### config.mk
export PLATFORM = sky130hd
export DESIGN_NAME = wkp_wake_ctrl
export DESIGN_NICKNAME = d
export VERILOG_FILES = /design/src/wkp_pkg.sv /design/src/wkp_wake_ctrl.sv /design/src/wkp_pw_mem.sv
export SDC_FILE = /design/constraint.sdc
export NUM_CORES = 2
export LEC_CHECK = 0
export BUFFER_PORTS_ARGS = -buffer_cell sky130_fd_sc_hd__clkbuf_2
export CORE_ASPECT_RATIO = 0.5
export CORE_MARGIN = 1.5
export CORE_UTILIZATION = 42
export CTS_CLUSTER_DIAMETER = 200
export CTS_CLUSTER_SIZE = 28
export DETAILED_ROUTE_END_ITERATION = 10
export HOLD_SLACK_MARGIN = 0.06
export PLACE_DENSITY = 0.61
export SKIP_LAST_GASP = 1
export SLEW_MARGIN = 25
export SYNTH_ARGS = -nofsm -noshare
export SYNTH_HDL_FRONTEND = slang
export SYNTH_HIERARCHICAL = 1
export SYNTH_SLANG_ARGS = --single-unit
### constraint.sdc
create_clock -name hclk -period 9.19 [get_ports hclk]
set_input_delay 0.4595 -clock hclk [delete_from_list [all_inputs] [get_ports hclk]]
set_output_delay 0.4595 -clock hclk [all_outputs]
set_load 0.02 [all_outputs]
### src/wkp_pkg.sv
// Package of constants for the wake event and power control block.
`default_nettype none

package wkp_pkg;

	// --------------------------------------------------------------
	// Register byte addresses on the AHB-Lite slave
	// --------------------------------------------------------------
	localparam logic [7:0] WKP_GLOBAL_EN_ADDR = 8'h00;
	localparam logic [7:0] WKP_STATUS_ADDR    = 8'h04;
	localparam logic [7:0] WKP_ENABLE_ADDR    = 8'h08;
	localparam logic [7:0] WKP_KBMS_CFG_ADDR  = 8'h0C;
	localparam logic [7:0] WKP_POWER_CFG_ADDR = 8'h10;
	localparam logic [7:0] WKP_PW_INDEX_ADDR  = 8'h14;
	localparam logic [7:0] WKP_PW_DATA_ADDR   = 8'h18;
	localparam logic [7:0] WKP_STATE_ADDR     = 8'h1C;

	// --------------------------------------------------------------
	// Fields
	// --------------------------------------------------------------
	localparam int WKP_NSRC = 9;
	localparam int WKP_SRC_MOUSE = 0;
	localparam int WKP_SRC_KBD   = 1;
	localparam int WKP_SRC_GPIO  = 2;
	localparam int WKP_SRC_CIR   = 3;
	localparam int WKP_NDEEP     = 4;
	localparam int WKP_KB_ANY_BIT    = 0;
	localparam int WKP_MS_SINGLE_BIT = 1;
	localparam int WKP_MS_RIGHT_BIT  = 4;
	localparam int WKP_MS_EN_BIT     = 5;
	localparam int WKP_KB_EN_BIT     = 6;
	localparam int WKP_MS_MOTION_BIT = 7;
	localparam int WKP_USER_OFF_BIT  = 4;
	localparam int WKP_POLICY_LO     = 5;
	localparam logic [7:0] WKP_KBMS_CFG_RST  = 8'h01;
	localparam logic [7:0] WKP_POWER_CFG_RST = 8'h00;
	localparam logic [7:0] WKP_BREAK_PREFIX  = 8'hF0;
	localparam logic [7:0] WKP_PW_END        = 8'h00;
	localparam logic [1:0] WKP_POL_OFF  = 2'h0;
	localparam logic [1:0] WKP_POL_ON   = 2'h1;
	localparam logic [1:0] WKP_POL_PREV = 2'h2;
	localparam logic [1:0] WKP_POL_USER = 2'h3;
	localparam logic [6:0] WKP_SET1_BASE = 7'h00;
	localparam logic [6:0] WKP_SET2_BASE = 7'h30;
	localparam logic [6:0] WKP_SET3_BASE = 7'h40;
	localparam logic [3:0] WKP_SET_LAST  = 4'hE;
	localparam logic [7:0] WKP_MS_LEFT   = 8'h01;
	localparam logic [7:0] WKP_MS_RIGHT  = 8'h02;

	// --------------------------------------------------------------
	// Timing
	// --------------------------------------------------------------
	localparam int WKP_CLK_MHZ       = 10;
	localparam int WKP_PULSE_US      = 20;
	localparam int WKP_PULSE_CYC_I   = WKP_PULSE_US * WKP_CLK_MHZ;
	localparam logic [7:0] WKP_PULSE_CYC = WKP_PULSE_CYC_I[7:0];

	typedef enum logic [1:0] {
		WKP_PS_IDLE  = 2'b00,
		WKP_PS_PULSE = 2'b01,
		WKP_PS_HOLD  = 2'b10
	} wkp_pulse_t;

endpackage : wkp_pkg

`default_nettype wire

### src/wkp_wake_ctrl.sv
// Wake event collection, button pass-through, power-loss restore and kbd/mouse wake.
// Contract
// - Global wake enable at zero keeps the wake event output inactive.
// - Each source latches its status; writing one clears it.
// - Wake output needs a source with both status and enable set.
// - Nine sources: mouse, keyboard, pin41, infrared, UART, IR, monitor, watchdog, ring.
// - All sources work in S0/S1; first four also in S3 to S5.
// - Button output follows button input low for as long as held.
// - Two-bit policy: off, on, restore previous, or software-defined state; used only in the first cycle after reset, when it still holds off.
// - Previous state sampled from sleep S3 as main supply collapses.
// - Software-defined policy bit: zero powers on, one stays off.
// - Qualifying keyboard or mouse wake emits one low button pulse.
// - Keyboard wake only while keyboard wake enable is one.
// - Mode bit one wakes on any key, zero on stored password.
// - Three password sets at 00-0E, 30-3E, 40-4E via index and data.
// - Each key is make code then break code F0 plus make.
// - Mouse wake only while mouse wake enable is one.
// - Motion, single and right select bits choose the mouse event.
//
// Chosen here: the placing of the registers and the AHB-Lite register port.
`default_nettype none

module wkp_wake_ctrl
	import wkp_pkg::*;
(
	input  wire logic                hclk,
	input  wire logic                hresetn,
	input  wire logic                hsel,
	input  wire logic [31:0]         haddr,
	input  wire logic [1:0]          htrans,
	input  wire logic                hwrite,
	input  wire logic [2:0]          hsize,
	input  wire logic [31:0]         hwdata,
	input  wire logic                hready,
	output logic                     hreadyout,
	output logic                     hresp,
	output var  logic [31:0]         hrdata,
	input  wire logic [WKP_NSRC-1:0] src_event,
	input  wire logic                deep_sleep,
	input  wire logic                kbd_valid,
	input  wire logic [7:0]          kbd_byte,
	input  wire logic                mouse_valid,
	input  wire logic [7:0]          mouse_byte,
	input  wire logic                button_in_n,
	input  wire logic                sleep_s3_n,
	input  wire logic                main_supply_3v,
	output logic                     button_out_n,
	output var  logic                supply_on_n,
	output logic                     wake_event_out_n,
	output logic                     irq
);
	// ----------------------------------------------------------------
	// Pin synchronisers
	// ----------------------------------------------------------------
	// Reset to the idle pin levels, so no false edge or supply glitch follows reset.
	localparam logic [WKP_NSRC+3:0] SYNC_IDLE = {4'h1, {WKP_NSRC{1'b0}}};
	logic [WKP_NSRC+3:0] meta_q, sync_q;
	always_ff @(posedge hclk or negedge hresetn) begin
		if (!hresetn) begin
			meta_q <= SYNC_IDLE;
			sync_q <= SYNC_IDLE;
		end else begin
			meta_q <= {deep_sleep, main_supply_3v, sleep_s3_n, button_in_n, src_event};
			sync_q <= meta_q;
		end
	end
	wire [WKP_NSRC-1:0] src_s    = sync_q[WKP_NSRC-1:0];
	wire                btn_s_n  = sync_q[WKP_NSRC];
	wire                s3_s_n   = sync_q[WKP_NSRC+1];
	wire                vcc_s    = sync_q[WKP_NSRC+2];
	wire                deep_s   = sync_q[WKP_NSRC+3];

	// ----------------------------------------------------------------
	// AHB-Lite slave
	// ----------------------------------------------------------------
	logic       wr_q, rd_q;
	logic [7:0] addr_q;
	wire        take   = hsel && hready && htrans[1];
	wire        wr_en  = wr_q;
	wire        wr_gl  = wr_en && (addr_q == WKP_GLOBAL_EN_ADDR);
	wire        wr_st  = wr_en && (addr_q == WKP_STATUS_ADDR);
	wire        wr_en_r= wr_en && (addr_q == WKP_ENABLE_ADDR);
	wire        wr_km  = wr_en && (addr_q == WKP_KBMS_CFG_ADDR);
	wire        wr_pc  = wr_en && (addr_q == WKP_POWER_CFG_ADDR);
	wire        wr_pi  = wr_en && (addr_q == WKP_PW_INDEX_ADDR);
	wire        wr_pd  = wr_en && (addr_q == WKP_PW_DATA_ADDR);
	// Password data is fetched during the address phase; the registered memory
	// output then costs one wait state before hrdata can carry it.
	wire        pd_take = take && !hwrite && (haddr[7:0] == WKP_PW_DATA_ADDR);
	wire        rd_pd  = rd_q && (addr_q == WKP_PW_DATA_ADDR);
	logic       wait_q;
	assign hreadyout = !(rd_pd && !wait_q);
	assign hresp     = 1'b0;

	always_ff @(posedge hclk or negedge hresetn) begin
		if (!hresetn) begin
			wr_q   <= 1'b0;
			rd_q   <= 1'b0;
			addr_q <= 8'h00;
			wait_q <= 1'b0;
		end else begin
			wait_q <= rd_pd && !wait_q;
			if (hreadyout) begin
				wr_q   <= take && hwrite;
				rd_q   <= take && !hwrite;
				addr_q <= haddr[7:0];
			end
		end
	end

	// ----------------------------------------------------------------
	// Control registers
	// ----------------------------------------------------------------
	logic                glob_en_q;
	logic [WKP_NSRC-1:0] stat_q, en_q;
	logic [7:0]          kbms_q, pwr_q;
	logic [6:0]          pw_idx_q;
	logic                prev_on_q, vcc_q;
	always_ff @(posedge hclk or negedge hresetn) begin
		if (!hresetn) begin
			glob_en_q <= 1'b0;
			en_q      <= '0;
			kbms_q    <= WKP_KBMS_CFG_RST;
			pwr_q     <= WKP_POWER_CFG_RST;
			pw_idx_q  <= 7'h00;
		end else begin
			if (wr_gl) glob_en_q <= hwdata[0];
			if (wr_en_r) en_q <= hwdata[WKP_NSRC-1:0];
			if (wr_km) kbms_q <= hwdata[7:0];
			if (wr_pc) pwr_q <= hwdata[7:0];
			if (wr_pi) pw_idx_q <= hwdata[6:0];
		end
	end

	// ----------------------------------------------------------------
	// Wake sources and status
	// ----------------------------------------------------------------
	logic [WKP_NSRC-1:0] src_prev_q, hit;
	logic                kb_hit, ms_hit;
	genvar g;
	generate
		for (g = 0; g < WKP_NSRC; g++) begin : g_src
			wire raw = (g == WKP_SRC_KBD) ? kb_hit :
				(g == WKP_SRC_MOUSE) ? ms_hit : (src_s[g] && !src_prev_q[g]);
			// In deep sleep only the first four sources stay armed.
			assign hit[g] = raw && (!deep_s || (g < WKP_NDEEP));
		end
	endgenerate

	always_ff @(posedge hclk or negedge hresetn) begin
		if (!hresetn) begin
			src_prev_q <= '0;
			stat_q     <= '0;
		end else begin
			src_prev_q <= src_s;
			// Set wins over a simultaneous write-one clear.
			stat_q <= (stat_q & ~(wr_st ? hwdata[WKP_NSRC-1:0] : '0)) | hit;
		end
	end
	assign irq              = |(stat_q & en_q);
	assign wake_event_out_n = !(glob_en_q && |(stat_q & en_q));

	// ----------------------------------------------------------------
	// Password storage and matching
	// ----------------------------------------------------------------
	logic [1:0] set_q;
	logic [3:0] pos_q;
	logic [7:0] mem_rd;
	wire  [6:0] set_base = (set_q == 2'd0) ? WKP_SET1_BASE :
		(set_q == 2'd1) ? WKP_SET2_BASE : WKP_SET3_BASE;
	wire  [6:0] match_addr = set_base | {3'b000, pos_q};
	wire  [6:0] rd_addr    = pd_take ? pw_idx_q : match_addr;

	wkp_pw_mem u_mem (
		.hclk  (hclk),
		.we    (wr_pd),
		.waddr (pw_idx_q),
		.wdata (hwdata[7:0]),
		.raddr (rd_addr),
		.rdata (mem_rd)
	);

	wire kb_on     = kbms_q[WKP_KB_EN_BIT];
	wire kb_any    = kbms_q[WKP_KB_ANY_BIT];
	// Stored sequence carries make and F0-break codes as plain bytes.
	wire byte_ok   = (kbd_byte == mem_rd);
	wire seq_end   = (mem_rd == WKP_PW_END) || (pos_q == WKP_SET_LAST);
	wire kb_go     = kb_on && kbd_valid && !rd_pd;
	wire pw_done   = (mem_rd == WKP_PW_END) && (pos_q != 4'h0) && !rd_pd;
	// Matching works one set at a time; any mismatched byte moves to the next set.
	// A completed match rewinds the position, so it signals for one cycle only.
	always_ff @(posedge hclk or negedge hresetn) begin
		if (!hresetn) begin
			set_q <= 2'd0;
			pos_q <= 4'h0;
		end else if (kb_go && !kb_any) begin
			if (byte_ok && !seq_end) begin
				pos_q <= pos_q + 4'h1;
			end else begin
				pos_q <= 4'h0;
				if (!byte_ok) set_q <= (set_q == 2'd2) ? 2'd0 : set_q + 2'd1;
			end
		end else if (pw_done) begin
			pos_q <= 4'h0;
		end
	end
	wire kb_last = kb_go && !kb_any && byte_ok && (pos_q == WKP_SET_LAST);
	assign kb_hit = kb_on && ((kb_any && kbd_valid && kbd_byte != WKP_BREAK_PREFIX)
		|| (!kb_any && (pw_done || kb_last)));

	// ----------------------------------------------------------------
	// Mouse wake qualification
	// ----------------------------------------------------------------
	wire ms_on     = kbms_q[WKP_MS_EN_BIT];
	wire ms_motion = kbms_q[WKP_MS_MOTION_BIT];
	wire ms_single = kbms_q[WKP_MS_SINGLE_BIT];
	wire ms_right  = kbms_q[WKP_MS_RIGHT_BIT];
	wire left_c    = mouse_valid && (mouse_byte & WKP_MS_LEFT) != 8'h00;
	wire right_c   = mouse_valid && (mouse_byte & WKP_MS_RIGHT) != 8'h00;
	wire sel_c     = ms_right ? right_c : left_c;
	logic click2_q;
	always_ff @(posedge hclk or negedge hresetn) begin
		if (!hresetn) begin
			click2_q <= 1'b0;
		end else if (ms_on && !ms_motion && !ms_single && sel_c) begin
			click2_q <= !click2_q;
		end
	end
	assign ms_hit = ms_on && (ms_motion ? (ms_single ? mouse_valid : (left_c || right_c))
		: (ms_single ? sel_c : (sel_c && click2_q)));

	// ----------------------------------------------------------------
	// Button output and wake pulse
	// ----------------------------------------------------------------
	wkp_pulse_t ps_q, ps_d;
	logic [7:0] cnt_q;
	wire        want = hit[WKP_SRC_KBD] || hit[WKP_SRC_MOUSE];
	always_comb begin
		ps_d = ps_q;
		case (ps_q)
			WKP_PS_IDLE:  if (want) ps_d = WKP_PS_PULSE;
			WKP_PS_PULSE: if (cnt_q == WKP_PULSE_CYC - 8'h01) ps_d = WKP_PS_IDLE;
			WKP_PS_HOLD:  ps_d = WKP_PS_IDLE;
			default:      ps_d = WKP_PS_IDLE;
		endcase
	end
	always_ff @(posedge hclk or negedge hresetn) begin
		if (!hresetn) begin
			ps_q  <= WKP_PS_IDLE;
			cnt_q <= 8'h00;
		end else begin
			ps_q  <= ps_d;
			cnt_q <= (ps_q == WKP_PS_PULSE) ? cnt_q + 8'h01 : 8'h00;
		end
	end
	assign button_out_n = btn_s_n && (ps_q != WKP_PS_PULSE);

	// ----------------------------------------------------------------
	// Power-loss restore
	// ----------------------------------------------------------------
	wire [1:0] policy = pwr_q[WKP_POLICY_LO+1:WKP_POLICY_LO];
	logic      restore_q;
	logic      pwr_on;
	always_comb begin
		case (policy)
			WKP_POL_OFF:  pwr_on = 1'b0;
			WKP_POL_ON:   pwr_on = 1'b1;
			WKP_POL_PREV: pwr_on = prev_on_q;
			WKP_POL_USER: pwr_on = !pwr_q[WKP_USER_OFF_BIT];
			default:      pwr_on = 1'b0;
		endcase
	end
	always_ff @(posedge hclk or negedge hresetn) begin
		if (!hresetn) begin
			prev_on_q   <= 1'b0;
			vcc_q       <= 1'b0;
			restore_q   <= 1'b1;
			supply_on_n <= 1'b1;
		end else begin
			vcc_q <= vcc_s;
			// Capture sleep S3 on the falling edge of the main supply.
			if (vcc_q && !vcc_s) prev_on_q <= s3_s_n;
			if (restore_q) begin
				supply_on_n <= !pwr_on;
				restore_q   <= 1'b0;
			end else if (!btn_s_n && !s3_s_n) begin
				supply_on_n <= 1'b0;
			end else begin
				supply_on_n <= !s3_s_n && supply_on_n ? 1'b1 : !s3_s_n;
			end
		end
	end

	// ----------------------------------------------------------------
	// Read data
	// ----------------------------------------------------------------
	always_ff @(posedge hclk or negedge hresetn) begin
		if (!hresetn) begin
			hrdata <= 32'h0000_0000;
		end else if (take && !hwrite) begin
			case (haddr[7:0])
				WKP_GLOBAL_EN_ADDR: hrdata <= {31'h0, glob_en_q};
				WKP_STATUS_ADDR:    hrdata <= {23'h0, stat_q};
				WKP_ENABLE_ADDR:    hrdata <= {23'h0, en_q};
				WKP_KBMS_CFG_ADDR:  hrdata <= {24'h0, kbms_q};
				WKP_POWER_CFG_ADDR: hrdata <= {24'h0, pwr_q};
				WKP_PW_INDEX_ADDR:  hrdata <= {25'h0, pw_idx_q};
				WKP_STATE_ADDR:     hrdata <= {28'h0, prev_on_q, supply_on_n, ps_q};
				default:            hrdata <= 32'h0000_0000;
			endcase
		end else if (rd_pd && !wait_q) begin
			hrdata <= {24'h0, mem_rd};
		end
	end

	// ----------------------------------------------------------------
	// Checks
	// ----------------------------------------------------------------
	global_off_a: assert property (@(posedge hclk) disable iff (!hresetn)
		!glob_en_q |-> wake_event_out_n) else $error("wake asserted while disabled");
	need_enable_a: assert property (@(posedge hclk) disable iff (!hresetn)
		!wake_event_out_n |-> |(stat_q & en_q)) else $error("wake without source");
	sticky_stat_a: assert property (@(posedge hclk) disable iff (!hresetn)
		hit[0] |=> stat_q[0]) else $error("status not latched");
	button_follow_a: assert property (@(posedge hclk) disable iff (!hresetn)
		!btn_s_n |-> !button_out_n) else $error("button not passed");
	pulse_len_a: assert property (@(posedge hclk) disable iff (!hresetn)
		$rose(ps_q == WKP_PS_PULSE) |-> (ps_q == WKP_PS_PULSE)[*8]) else $error("pulse short");
	pulse_start_a: assert property (@(posedge hclk) disable iff (!hresetn)
		(want && ps_q == WKP_PS_IDLE) |=> ps_q == WKP_PS_PULSE) else $error("no pulse");
	kb_gate_a: assert property (@(posedge hclk) disable iff (!hresetn)
		!kb_on |-> !kb_hit) else $error("kbd wake while off");
	ms_gate_a: assert property (@(posedge hclk) disable iff (!hresetn)
		!ms_on |-> !ms_hit) else $error("mouse wake while off");
	deep_mask_a: assert property (@(posedge hclk) disable iff (!hresetn)
		deep_s |-> !(|hit[WKP_NSRC-1:WKP_NDEEP])) else $error("source active in deep sleep");
	wake_c: cover property (@(posedge hclk) disable iff (!hresetn) $fell(wake_event_out_n));
	pulse_c: cover property (@(posedge hclk) disable iff (!hresetn) $fell(button_out_n));
	pw_c: cover property (@(posedge hclk) disable iff (!hresetn) pw_done && kb_on);
endmodule : wkp_wake_ctrl

`default_nettype wire

### src/wkp_pw_mem.sv
// Password key code storage, 128 bytes with a registered read port.
`default_nettype none

module wkp_pw_mem
	import wkp_pkg::*;
(
	input  wire logic       hclk,
	input  wire logic       we,
	input  wire logic [6:0] waddr,
	input  wire logic [7:0] wdata,
	input  wire logic [6:0] raddr,
	output var  logic [7:0] rdata
);
	logic [7:0] mem [128];

	// No reset: storage contents are defined only once software writes them.
	always_ff @(posedge hclk) begin
		if (we) begin
			mem[waddr] <= wdata;
		end
		rdata <= mem[raddr];
	end
endmodule : wkp_pw_mem

`default_nettype wire

==> results by group <==
STA
  • Setup TNS: 0 ns
  • RSZ-0062 raised after global routing: no
  • Final WS setup: 3.46 ns
  • Slew HR: 0.271
  • Final Hold Viols: 0
  • Least-Margin Pin Slew: approximately 1.1 ns
  • Min Tclk post-route: 5.73 ns
  • Tcrit/Tclk final: 0.623
  • Max Clock Freq: 175 MHz
  • Clock skew: between 0.015 and 0.02 ns
  • Setup violators final: 0
  • Slew Viols, Final: 0

Clock tree
  • Clock Latency Late Sink: between 0.6 and 0.7 ns
  • Clock Tree Root: clkbuf_16
  • TritonCTS buffer count: 46
  • Max clock buf depth: 3
  • CTS resizes: 0
  • Sinks on Clock Net: 1143
  • Clock transition at the registers of the reported paths: roughly 0.11 ns
  • H-tree depth: 2
  • CTS tree: done

Critical path
  • FF-to-FF End: u_mem/rdata[4]
  • Worst Setup End Kind: flop
  • Critical path capture point: u_mem/rdata[4]
  • R2R Path Start: pw_idx_q[0]
  • Crit path kind: in -> reg
  • Crit path DAT: approximately 6.3 ns
  • R2r worst-path depth: 8
  • Worst reg-to-reg setup slack: 4.32 ns
  • Largest fanout on the critical path: just over 40
  • Worst setup SP type: primary input
  • CP startpoint: hwrite
  • Crit path required time: between 9 and 10 ns

Routing
  • Detailed Route Iter0 Violations: between 2k and 2.5k
  • WL met1: roughly 45000 um
  • DR pass1 iterations: 10
  • Total Routed Length: slightly below 100000 um
  • DR WL/cell: 27.6 um
  • Met3 WL: ~5300 um
  • Vias/cell: between 5 and 6
  • Met2 wire length: about 48000 um
  • Detailed-route via count: 20.5k
  • DR DRC count: 22
  • Post-DRT Antenna Nets: 0
  • Top layer in use: met4

Floorplanning
  • Row count: 84
  • DIE AREA: 109000 um^2
  • Ports: 143
  • Initial Utilization: 0.425
  • Die W: 465 um
  • Core area: 105000 um^2
  • Die Ht: around 230 um

Synth
  • Yosys top cell area share: 0.687
  • Compound-gate portion of the synthesized area: 0.0107
  • Simple-Gate Fraction of Synth Area: 0.0328
  • Synth area leader: edfxtp_1
  • Number of synthesized register bits: ~1.1k
  • Mux cell area share after synthesis: 0.184
  • EDFF count, synth: between 1k and 1.5k
  • Xor/xnor share of the synthesized area: 0.00293
  • Synthesized instance count: 2072
  • Post-Synth Adder-Cell Area: 0.00112
  • Mean Syn Cell Area: around 22 um^2
  • Top post-synthesis cells by area: edfxtp_1 (69%), mux4_2 (17%), dfrtp_1 (5.9%)
  • Largest family of logic cells by synthesized area: multiplexers
  • Primary FF master, synth: edfxtp_1
  • Post-synthesis cell type count: 65
  • Post-Syn Area: between 40000 and 50000 um^2
  • FFs w/ async S/R, synth: 0.0971
  • Sequential-to-total area share from yosys stat: 0.752
  • YS warnings: 6

Finish
  • Finished Core Util: 0.457
  • Share of cells above drive strength 1: 0.260
  • NumNets Final: approximately 2.2k
  • P&R area growth vs syn: 7.64%
  • Fillers: 8775

Run status
  • Failing checks: design-rule violations
  • Status: complete, but fails checks

Power and ir drop
  • Leakage: roughly 14 nW
  • Power Density: around 190 nW/um^2
  • Peak supply drop: roughly 130 uV

Run
  • Max cap viols: 0

Placed design
  • GP Congestion: 0.804
  • Post-Place Setup Slack: between 3 and 4 ns
  • IO Port Bufs: between 50 and 60
  • HPWL reported at the end of detailed placement: around 60000 um

Global routing
  • Grt ovf: 0
  • Largest net degree at the start of global routing: slightly below 100
  • Vias in the first global route: between 20k and 25k
  • Gr usage total: 0.182
  • First-pass GRT wire length: 144000 um
  • Initial antenna violation count: 1

Min path
  • Hold crit path type: in -> reg
==> registers in the layout (all words and copies together), names as in the netlist, 2 cells and up <==
| register | flops |
|---|---|
| addr_q | 8 |
| cnt_q | 8 |
| u_mem/mem | 1024 |
| meta_q | 11 |
| u_mem/rdata | 8 |
| pwr_q | 8 |
| src_prev_q | 7 |
| set_q | 2 |
| stat_q | 9 |
| hrdata | 9 |
| en_q | 9 |
| pw_idx_q | 7 |
| sync_q | 11 |
| kbms_q | 8 |
| pos_q | 4 |
==> cell usage in the layout (no fill, tap or decap), types with 5 or more instances in the layout <==
| master | n |
|---|---|
| nand2_1 | 51 |
| mux4_2 | 338 |
| clkbuf_16 | 49 |
| clkbuf_2 | 50 |
| xor2_1 | 11 |
| dlygate4sd3_1 | 19 |
| nor3_1 | 10 |
| conb_1 | 25 |
| a21oi_1 | 12 |
| a22o_1 | 7 |
| nor2b_1 | 13 |
| nand3_1 | 23 |
| inv_1 | 9 |
| dfstp_2 | 5 |
| dfrtp_1 | 106 |
| nand2b_1 | 8 |
| o21ai_0 | 21 |
| nor2_1 | 140 |
| and3_1 | 6 |
| clkbuf_1 | 18 |
| nand4_1 | 8 |
| edfxtp_1 | 1024 |
| a221oi_1 | 5 |
| dfxtp_1 | 8 |
| and2_1 | 17 |
| mux2_2 | 49 |
| nor4_1 | 8 |
| buf_4 | 43 |
==> worst min-delay path by stage <==
| stage | startpoint | to | slack (ns) | depth (start not counted) |
|---|---|---|---|---|
| after floorplan | hresetn | addr_q[0] | 0.16 | 0 |
| after global placement | meta_q[8] | sync_q[8] | 0.33 | 0 |
| after detailed placement | meta_q[5] | sync_q[5] | 0.34 | 0 |
| after CTS | htrans[1] | wr_en | 0.08 | 3 |
| after global routing | htrans[1] | wr_en | 0.13 | 3 |
| final | htrans[1] | wr_en | 0.13 | 3 |
==> power by group <==
part           internal (mW)  total [mW]  switching [mW]
Sequential              5.70        5.76          0.0524
Combinational          0.300       0.775           0.475
Clock                  0.990        2.49            1.50
==> kinds of logic after synthesis <==
logic type / Yosys count
xor+xnor: 15
other cells: 1
flops: 1143
compound gates: 72
simple gates: 309
fa+ha+maj: 4
mux: 394
buf+inv: 134
==> routing by layer <==
metal | track usage | vias up
met3 | 0.0254 | 68
met1 | 0.270 | 11300
li1 | - | 8577
met5 | 0 | -
met4 | 0.0250 | 0
met2 | 0.294 | 519
==> synth_stat cells, types with 5 or more instances <==
cell,instances
nor2_1,141
buf_2,15
nor2b_1,13
a21oi_1,12
nand2b_1,8
nand3_1,23
xor2_1,11
mux2_2,49
buf_1,18
inv_1,9
and3_1,6
nand2_1,51
dfrtp_1,106
dfxtp_1,8
nor4_1,8
buf_4,36
o21ai_0,24
clkbuf_1,51
a221oi_1,5
mux4_2,338
nor3_1,12
dfstp_2,5
edfxtp_1,1024
nand4_1,8
a22o_1,7
and2_1,17
==> metrics by stage <==
step | hold WS [ns] | power (mW) | cell area, um^2 | cells
final | 0.125 | 9.02 | 48200 | 3576
after global placement | 0.334 | 6.63 | 46600 | 3486
after CTS | 0.0793 | 9.09 | 48200 | 3574
after floorplan | 0.164 | 6.28 | 44900 | 2096
after global routing | 0.127 | 9.30 | 48200 | 3575
after detailed placement | 0.336 | 6.64 | 46700 | 3487
==> cell type report <==
type / instances / area, um^2 / share of cell area
Inverter: 9 / 33.8 / 0.000701
Multi-Input combinational cell: 819 / 10500 / 0.218
Clock inverter: 1 / 7.51 / 0.000156
Clock buffer: 67 / 1290 / 0.0268
Antenna cell: 1 / 2.50 / 0.0000519
Timing Repair Buffer: 117 / 870 / 0.0180
Sequential cell: 1143 / 33700 / 0.699
Tap cell: 1419 / 1780 / 0.0368
==> critical path, cell delays in order <==
cell and delay, ns:
dlygate4sd3_1 0.54, clkbuf_2 0.11, nand4b_1 0.46, or3_4 0.53, nor2_4 0.35, nand2_1 0.16
o21ai_4 0.25, buf_4 0.59, buf_4 0.77, mux4_2 0.62, mux4_2 0.57, mux4_2 0.48
mux2_2 0.27
==> repair_timing <==
action | CTS | global route
hold endpoints to repair | 50 | 0
setup buffers | 0 | 0
hold buffers | 19 | 0
Power figures use the tool's default switching activity.
